<file path="src/hw/serial_shift_pkg.sv">
// Package: constants for the universal serial shift unit.
// Assumes a single system clock mclk at 25 MHz; serial pins are asynchronous.
package serial_shift_pkg;
   localparam int CLK_HZ = 25000000;
   localparam logic [1:0] WIRE_NONE = 2'h0;
   localparam logic [1:0] WIRE_THREE = 2'h1;
   localparam logic [1:0] WIRE_TWO = 2'h2;
   localparam logic [1:0] WIRE_TWO_HOLD = 2'h3;
   localparam logic [1:0] CS_SOFT = 2'h0;
   localparam logic [1:0] CS_TIMER = 2'h1;
   localparam logic [1:0] CS_EXT_POS = 2'h2;
   localparam logic [1:0] CS_EXT_NEG = 2'h3;
   localparam logic [7:0] DATA_RESET = 8'h00;
   localparam logic [3:0] COUNT_RESET = 4'h0;
   localparam logic [3:0] COUNT_MAX = 4'hF;
   localparam int DATA_MSB = 7;
   localparam int FIFO_DEPTH_DEF = 4;
endpackage : serial_shift_pkg

</file>
<file path="src/hw/serial_fifo.sv">
// Small FIFO with valid/ready on both sides.
// Assumes both sides run on mclk; DEPTH is a power of two.
`timescale 1ns/1ps
module serial_fifo #(
   parameter int WIDTH = 8,
   parameter int DEPTH = 4
) (
   input wire logic mclk,
   input wire logic rst,
   input wire logic inValid,
   output logic inReady,
   input wire logic [WIDTH-1:0] inData,
   output logic outValid,
   input wire logic outReady,
   output logic [WIDTH-1:0] outData
);
   localparam int AW = $clog2(DEPTH);
   typedef struct packed {
      logic [DEPTH-1:0][WIDTH-1:0] mem;
      logic [AW-1:0] wrPtr;
      logic [AW-1:0] rdPtr;
      logic [AW:0] count;
   } fifo_state_t;
   fifo_state_t state_reg, state_next;
   logic doWrite, doRead;

   always_comb begin
      doWrite = inValid && (state_reg.count != AW'(0) + (AW+1)'(DEPTH));
      doRead = outReady && (state_reg.count != '0);
      state_next = state_reg;
      if (doWrite) begin
         state_next.mem[state_reg.wrPtr] = inData;
         state_next.wrPtr = state_reg.wrPtr + AW'(1);
      end
      if (doRead) begin
         state_next.rdPtr = state_reg.rdPtr + AW'(1);
      end
      state_next.count = state_reg.count + (AW+1)'(doWrite) - (AW+1)'(doRead);
   end

   always_ff @(posedge mclk or posedge rst) begin
      if (rst) begin
         state_reg <= '0;
      end else begin
         state_reg <= state_next;
      end
   end

   assign inReady = state_reg.count != (AW+1)'(DEPTH);
   assign outValid = state_reg.count != '0;
   assign outData = state_reg.mem[state_reg.rdPtr];
endmodule : serial_fifo

</file>
<file path="src/hw/serial_shift_unit.sv">
// Universal serial shift unit: shift register, 4-bit edge counter,
// start detector and two-wire clock hold. Software drives control ports.
// Assumes pins are asynchronous to mclk and resolved as wired-AND outside.
`timescale 1ns/1ps
//////////////////////////////////////////////////////////////////////////////
// Contract
// RULE1 - Fast master: alternate strobe writes, soft clock, toggle; gives quarter clock. Bench toggles every mclk cycle, giving half mclk.
// RULE2 - Strobe loop: clear overflow and count, then sixteen clock toggles per byte.
// RULE3 - Three-wire slave, external rising clock: overflow flag set, received byte in register.
// RULE4 - Three-wire slave: data output pin as output, clock pin as input.
// RULE5 - Two-wire mode follows I2C on SCL/SDA, no slew limit, no filter.
// RULE6 - Two-wire: only master makes clock, only slave stretches SCL.
// RULE7 - Software makes the clock; device shifts automatically on edges.
// RULE8 - Two-wire software should pick negative edge shifting.
// RULE9 - Master checks SCL really released after each rising edge.
// RULE10 - Every serial clock edge increments counter; overflow marks transfer done.
// RULE11 - Two-wire master toggles clock pin through port output register.
// RULE12 - Direction decided by software protocol, not shift hardware.
// RULE13 - Master start: SDA low while SCL high via shift MSB or port bit.
// RULE14 - Start detector sets start flag; flag can raise interrupt.
// RULE15 - After start and SCL fall, hold SCL low until flag cleared.
// RULE16 - Master sets bit before releasing SCL; slave shifts SDA on rising edge.
// RULE17 - After eight address bits, counter overflows and SCL forced low.
// RULE18 - Unmatched slave releases SCL, ignores bus until next start.
// RULE19 - Addressed slave acknowledges; counter loaded 14 so overflow follows ack.
// RULE20 - Direction bit one: slave drives SDA; slave may hold SCL after ack.
// RULE21 - Any number of bytes same direction until stop or repeated start.
// RULE22 - Slave unable to accept withholds acknowledge of last byte.
// RULE23 - Data output follows MSB through latch, open first half with external clock.
// RULE24 - Start detector works only in two-wire mode.
// RULE25 - Two-wire pins only driven low or released, never high.
module serial_shift_unit
   import serial_shift_pkg::*;
#(
   parameter int FIFO_DEPTH = FIFO_DEPTH_DEF
) (
   input wire logic mclk,
   input wire logic rst,
   input wire logic [1:0] wireMode,
   input wire logic [1:0] clockSource,
   input wire logic clockStrobe,
   input wire logic toggleStrobe,
   input wire logic timerMatch,
   input wire logic dataWrite,
   input wire logic [7:0] dataWriteValue,
   input wire logic countWrite,
   input wire logic [3:0] countWriteValue,
   input wire logic overflowClear,
   input wire logic startClear,
   input wire logic dataOutDir,
   input wire logic clockPinDir,
   input wire logic clockPortBit,
   input wire logic dataPortBit,
   input wire logic dataInPin,
   input wire logic clockInPin,
   output logic dataOut,
   output logic dataOutEn,
   output logic clockOut,
   output logic clockOutEn,
   output logic [7:0] serialShiftData,
   output logic [3:0] edgeCount,
   output logic counterOverflowFlag,
   output logic startConditionFlag,
   output logic rxValid,
   input wire logic rxReady,
   output logic [7:0] rxData
);
   typedef struct packed {
      logic [1:0] dSync;
      logic [1:0] cSync;
      logic dLast;
      logic cLast;
      logic [7:0] shift;
      logic [3:0] count;
      logic ovf;
      logic start;
      logic hold;
      logic outLatch;
      logic pinClk;
      logic dOut;
      logic dOutEn;
      logic cOut;
      logic cOutEn;
   } unit_state_t;
   unit_state_t state_reg, state_next;

   logic twoWire, extClk, sdaIn, sclIn, sclRise, sclFall, sdaFall;
   logic shiftEdge, countEdge, fifoIn, fifoInReady;

   //////////////////////////////////////////////////////////////////////////
   always_comb begin
      state_next = state_reg;
      // Only second stage is read by logic
      state_next.dSync = {state_reg.dSync[0], dataInPin};
      state_next.cSync = {state_reg.cSync[0], clockInPin};
      sdaIn = state_reg.dSync[1];
      sclIn = state_reg.cSync[1];
      state_next.dLast = sdaIn;
      state_next.cLast = sclIn;
      twoWire = wireMode[1];
      extClk = clockSource[1];
      sclRise = sclIn && !state_reg.cLast;
      sclFall = !sclIn && state_reg.cLast;
      sdaFall = !sdaIn && state_reg.dLast;
      // Software toggles the clock pin; external edges come back via sampling
      if (toggleStrobe) begin
         state_next.pinClk = !state_reg.pinClk; // RULE7
      end
      shiftEdge = 1'b0;
      countEdge = 1'b0;
      case (clockSource)
         CS_SOFT: begin
            shiftEdge = clockStrobe; // RULE7
            countEdge = clockStrobe | toggleStrobe; // RULE10
         end
         CS_TIMER: begin
            shiftEdge = timerMatch;
            countEdge = timerMatch | toggleStrobe;
         end
         CS_EXT_POS: begin
            shiftEdge = sclRise; // RULE3 RULE16
            countEdge = sclRise | sclFall | toggleStrobe; // RULE10
         end
         default: begin
            shiftEdge = sclFall;
            countEdge = sclRise | sclFall | toggleStrobe;
         end
      endcase
      // Write wins over a shift in the same cycle
      if (dataWrite) begin
         state_next.shift = dataWriteValue;
      end else if (shiftEdge) begin
         state_next.shift = {state_reg.shift[6:0], sdaIn}; // RULE16
      end
      if (countWrite) begin
         state_next.count = countWriteValue; // RULE19
      end else if (countEdge) begin
         state_next.count = state_reg.count + 4'h1; // RULE10
      end
      fifoIn = 1'b0;
      if (overflowClear) begin
         state_next.ovf = 1'b0;
      end
      // Set wins over clear
      if (!countWrite && countEdge && state_reg.count == COUNT_MAX) begin
         state_next.ovf = 1'b1; // RULE3 RULE10
         fifoIn = 1'b1;
         if (wireMode == WIRE_TWO_HOLD) begin
            state_next.hold = 1'b1; // RULE17 RULE20
         end
      end
      if (startClear) begin
         state_next.start = 1'b0; // RULE15
      end
      // Start: SDA falls while SCL high, two-wire only
      if (twoWire && sdaFall && sclIn) begin
         state_next.start = 1'b1; // RULE14 RULE24 RULE21
      end
      if (twoWire && state_reg.start && sclFall) begin
         state_next.hold = 1'b1; // RULE15 RULE6
      end
      if (!twoWire || (!state_next.start && !state_next.ovf)) begin
         state_next.hold = 1'b0; // RULE15 RULE18
      end
      // Latch open in first half of external clock, always open internally
      if (!extClk || !sclIn) begin
         state_next.outLatch = state_next.shift[DATA_MSB]; // RULE23
      end
      if (twoWire) begin
         // Wired-AND: drive low or release only
         state_next.dOut = 1'b0; // RULE25 RULE5
         state_next.dOutEn = dataOutDir && !(state_next.outLatch && dataPortBit); // RULE25
         state_next.cOut = 1'b0;
         state_next.cOutEn = state_next.hold || (clockPinDir &&
            !(clockPortBit ^ state_next.pinClk)); // RULE25 RULE6
      end else begin
         state_next.dOut = state_next.outLatch; // RULE23
         state_next.dOutEn = dataOutDir;
         state_next.cOut = clockPortBit ^ state_next.pinClk;
         state_next.cOutEn = clockPinDir;
      end
   end

   always_ff @(posedge mclk or posedge rst) begin
      if (rst) begin
         state_reg <= '0;
      end else begin
         state_reg <= state_next;
      end
   end

   //////////////////////////////////////////////////////////////////////////
   // Received bytes queue; a full queue drops new bytes, register still holds them
   serial_fifo #(.WIDTH(8), .DEPTH(FIFO_DEPTH)) rxFifo (
      .mclk(mclk),
      .rst(rst),
      .inValid(fifoIn),
      .inReady(fifoInReady),
      .inData(state_next.shift),
      .outValid(rxValid),
      .outReady(rxReady),
      .outData(rxData)
   );

   assign dataOut = state_reg.dOut;
   assign dataOutEn = state_reg.dOutEn;
   assign clockOut = state_reg.cOut;
   assign clockOutEn = state_reg.cOutEn;
   assign serialShiftData = state_reg.shift;
   assign edgeCount = state_reg.count;
   assign counterOverflowFlag = state_reg.ovf;
   assign startConditionFlag = state_reg.start;
endmodule : serial_shift_unit

</file>
<file path="config.mk">
export PLATFORM = sky130hd
export DESIGN_NAME = serial_shift_unit
export DESIGN_NICKNAME = d
export VERILOG_FILES = /design/src/hw/serial_shift_pkg.sv /design/src/hw/serial_fifo.sv /design/src/hw/serial_shift_unit.sv
export SDC_FILE = /design/constraint.sdc
export NUM_CORES = 1
export LEC_CHECK = 0
export ABC_AREA = 1
export BUFFER_PORTS_ARGS = -buffer_cell sky130_fd_sc_hd__buf_2
export CAP_MARGIN = 25
export CELL_PAD_IN_SITES_DETAIL_PLACEMENT = 0
export CELL_PAD_IN_SITES_GLOBAL_PLACEMENT = 2
export CORE_MARGIN = 5
export CORE_UTILIZATION = 33
export CTS_CLUSTER_SIZE = 24
export DETAILED_ROUTE_END_ITERATION = 10
export MAX_ROUTING_LAYER = met4
export PLACE_DENSITY_LB_ADDON = 0.3
export SYNTH_ARGS = -nofsm -noshare
export SYNTH_HDL_FRONTEND = slang
export SYNTH_SLANG_ARGS = --single-unit
</file>
<file path="constraint.sdc">
create_clock -name mclk -period 3.25 [get_ports mclk]
set_clock_uncertainty 0.1 [all_clocks]
set_input_delay 0.1625 -clock mclk [delete_from_list [all_inputs] [get_ports mclk]]
set_output_delay 0.1625 -clock mclk [all_outputs]
set_load 0.02 [all_outputs]
</file>
**Word-level counts from Yosys, hierarchy flattened**

Cells that the tools add are included.

- Register bits: 66
- Input port bits: 32
- Output and inout bits: 27
- Word-level logic and storage cells: 96

- Add/subtract/negate cells: 5
- Order comparisons: 3
- Equality and inequality tests: 5
- Muxes and demuxes: 23
- Bitwise logic cells: 5
- Reductions and logical operators: 33

Operators by type and width:

| cell | number |
|---|---|
| $bwmux 32 | 1 |
| $mux 8 | 4 |
| $bmux 8 s2 | 1 |
| $demux 8 s2 | 1 |
| $logic_and 1x1->1 | 16 |
| $mux 4 | 3 |
| $logic_not 1->1 | 11 |
| $mux 1 | 11 |
| $lt 2x3->1 const B | 2 |
| $add 2x1->2 const B | 2 |
| $add 4x1->4 const B | 1 |
| $eq 2x2->1 const B | 2 |
| $eq 4x4->1 const B | 1 |
| $or 1x1->1 | 4 |
| $add 3x1->3 | 1 |
| $logic_or 1x1->1 | 3 |
| $ne 3x3->1 const B | 1 |
| $pmux 1 s3 | 1 |
| $reduce_bool 3->1 | 1 |
| $sub 3x1->3 | 1 |
| $eq 2x1->1 const B | 1 |
| $ge 2x1->1 const B | 1 |
| $logic_not 2->1 | 1 |
| $pmux 1 s2 | 1 |
| other kinds (2) | 2 |

**Logic depth before layout (Yosys ltp)**

- Depth in word-level cells: 14
- Gate-level depth with buffers: 13
- Mapped depth without buffers: 12

**Cells and area by module**

Synthesis repeated with hierarchy kept, for this count alone.

- Cell total of the unflattened synthesis: 398
- Area, all modules: 3438.3 sq um

By module, submodules not included:

| module | times used | cells each | area each (sq um) |
|---|---|---|---|
| serial_fifo | 1 | 244 | 2054.5 |
| serial_shift_unit | 1 | 154 | 1383.8 |

**Worst setup path after synthesis**

Ideal clock, no wire load.

- Path kind: flip-flop to flip-flop
- Start: register state_reg, in the netlist sclIn
- End: register rxFifo.state_reg[2] (netlist bit)
- Library setup time: 0.129 ns
- Arrival: 2.039 ns
- Required time: 3.021 ns
- Setup slack: 0.982 ns
- Stages on the path, launching flop included: 13
- Buffers on the path: 1
- Clock period less this slack: 2.268 ns
- Path through: dfrtp_1 > ha_1 > nor2_1 > nor2_1 > nand2_4 > nand2_4 > inv_4 > nand3_4 > buf_8 > inv_1 > ha_1 > fa_1 > xor2_1

RTL lines:

| what | RTL line | RTL |
|---|---|---|
| from (decl) | serial_shift_unit.sv:85 | `unit_state_t state_reg, state_next;` |
| from (signal assigned) | serial_shift_unit.sv:188 | `state_reg <= state_next;` |
| to (signal assigned) | serial_fifo.sv:45 | `state_reg <= state_next;` |
| to (decl) | serial_fifo.sv:24 | `fifo_state_t state_reg, state_next;` |

==> results.toml <==
[pwr]
swShare_pct = 39.8
p_per_area_nw_per_um2 = 711
peakVddDrop_mv = 0.198
clkPwrFrac_pct = 24.3
p_sw_uw = 1120
p_int_uw = 1690
power_leakage_uw = 0.00208
p_seq_share_pct = 39.5
p_comb_share_pct = 36.2

[clocking]
root_buffer = "clkbuf_8"
holdBufCountCts = 12
clkSinkCount = 66
numCtsBuffers = 9
clk_pin_slew_ps = 80
cts_buffer_depth = 2
post-cts-setup-buffers = 0
tritoncts = "yes"
cts_resized = 0
htree_num_levels = 3
clock_latency_ps = 340

[synthesis]
ys_seq_area_share_pct = 50.2
syn_avg_cell_area_sq_um = 8.80
synth_commonest_cells = "102 x nand2_1, 66 x dfrtp_1, 34 x inv_1, 33 x nor2_1, 32 x o21ai_0"
ys_ff_latch = 66
synth_area_sq_um = 3290
synth.most_common_cell = "nand2_1"
yosysWarnings = 0
synth.distinct_cells = 33
ys_async_sr_fraction_pct = 100
synth.net_count = 416
synth_top_cell_by_area = "dfrtp_1"
synthTopCellsByArea = "dfrtp_1 50%, nand2_1 12%, o21ai_0 4.9%"
synth_cells = 374
synth_top_cell_area_share_pct = 50.2
synth_edf_count = 0
synth_flop_cell = "dfrtp_1"

[global_routing]
top_usage_layer = "met2"
grt_max_degree = 38
grt_pass1_vias = 2692
gr-usage-met2_pct = 23.9
grtUsageTotal_pct = 15.2
grt-ovfl-total = 0
grt_util_met3_pct = 3.70
antenna_found_initial = 0
grt_util_met1_pct = 19.6
grt_pass1_wl_um = 13400

[setup_path]
worstPathArrival_ps = 2350
startpoint_type = "flop"
reg2regPathDepth = 11
setup.worst_path.end_class = "flop"
critPathMaxFanout = 5
crit_required_ps = 3370
critPathKind = "flop to flop"

[finish]
antenna_cells = 0
final_area_sq_um = 3950
layout-drive-gt1-share_pct = 21.8
finalCoreUtilization_pct = 40.5
finalNonFillerCells = 577
synthToLayoutAreaGrowth_pct = 19.9
largest_reg_flops = 39
finalNetCount = 481

[route]
drtIter0Drc = 121
drc = 0
firstDrtPassIters = 4
wl_um = 8340
routedWlPerCell_um = 14.5
vias = 2628
drtAntennaViolNets = 0
avgViaCountPerCell = 4.55

[sta]
min_period_ps = 2240
setup_violations = 0
slew_viol_final = 0
max_slew.worst_pin.slew_ps = 644
tns_ps = 0
timing.slew.headroom_pct = 57.0
hold_ws_ps = 25.9
finalCritPeriodShare_pct = 68.8
rsz0062_at_grt = "no"
finalHoldViolCount = 0
fmax_mhz = 447

[outcome]
status = "finished, final reports clean"

[floorplanning]
die_h_um = 110
start_util_pct = 33.8
num_rows = 36
fp.dieW_um = 110
core_sq_um = 9730
io_pins = 59
die-area_sq_um = 12100

[placement]
post_dp_cell_area_sq_um = 3630
post-dp-hpwl_um = 5760
place_congestion = 0.803
place_inst = 549
io_buffers = 58

[min_path]
hold_path.class = "primary input to flop"
worstHoldPathCells = 4

[run]
drv_cap = 0
## routing by layer
layer  up-vias  wire (um)
li1       1331          -
met1      1227       4060
met2        61       3790
met3         9        397
met4         0         93
met5         -          0
## cell usage in the layout, fill, tap and decap left out, types with 6 or more instances in the layout
| cell | netlist | routed |
|---|---|---|
| ha_1 | 9 | 9 |
| buf_2 | 1 | 58 |
| dlygate4sd3_1 | 0 | 12 |
| o22ai_1 | 8 | 8 |
| clkbuf_8 | 0 | 9 |
| nor2_1 | 33 | 33 |
| inv_1 | 34 | 33 |
| nand2_1 | 102 | 102 |
| a31oi_2 | 7 | 7 |
| nand3_1 | 13 | 13 |
| xor2_1 | 6 | 6 |
| dfrtp_1 | 66 | 66 |
| o21ai_0 | 32 | 32 |
| o21ai_1 | 19 | 19 |
## cells by family after synthesis
group / after synthesis / share of synthesized area [%]
compound gates: 73 / 13.5
fa+ha+maj: 10 / 4.03
flops: 66 / 50.2
simple gates: 161 / 21.3
xor+xnor: 9 / 2.40
buf+inv: 55 / 8.55
## worst paths after layout
check                                          from                                to  slack (ps)
max                                 sclIn$_DFF_PP0_     rxFifo.state_reg[2]$_DFF_PP0_        1010
max reg2reg                         sclIn$_DFF_PP0_     rxFifo.state_reg[2]$_DFF_PP0_        1010
min in group asynchronous                       rst  rxFifo.state_reg[17]$_DFFE_PP0P_         360
min reg2reg                state_next[26]$_DFF_PP0_                   sdaIn$_DFF_PP0_         250
max in group asynchronous                       rst  rxFifo.state_reg[29]$_DFFE_PP0P_        1930
min                                      startClear      startConditionFlag$_DFF_PP0_          30
## stage by stage
| stage | setup slack (ps) | total power [uW] |
|---|---|---|
| 3_5_place_dp | 1030 | 2140 |
| 3_3_place_gp | 1080 | 2130 |
| 6_report | 1010 | 2810 |
| 2_1_floorplan | 982 | 1820 |
| 5_1_grt | 883 | 3020 |
| 4_1_cts | 1000 | 2850 |
## worst max-delay path: stages (launching register included)
cell     delay [ps]
dfrtp_1         420
ha_1            290
nor2_1           40
nor2_1          160
nand2_4          80
nand2_4          90
inv_4            50
nand3_4          50
inv_1            60
ha_1            210
fa_1            390
xor2_1          170
## power groups by stage
stage               logic [uW]  registers (uW)  clock network, uW
floorplan                  719            1100                  0
finish                    1020            1110                682
global placement          1020            1120                  0
CTS                       1040            1110                703
global route              1150            1130                740
detailed placement        1020            1120                  0
## area by class of cell
type                    instances  area [sq um]
clock buffers                  10           128
clock inverters                 6          67.6
fillers                      1036          5780
inverters                      35           134
multi-input cells             253          1360
flip-flops and latches         66          1650
well taps                     133           166
repair buffers                 74           440
No activity file was read; power rests on OpenSTA's default activity.
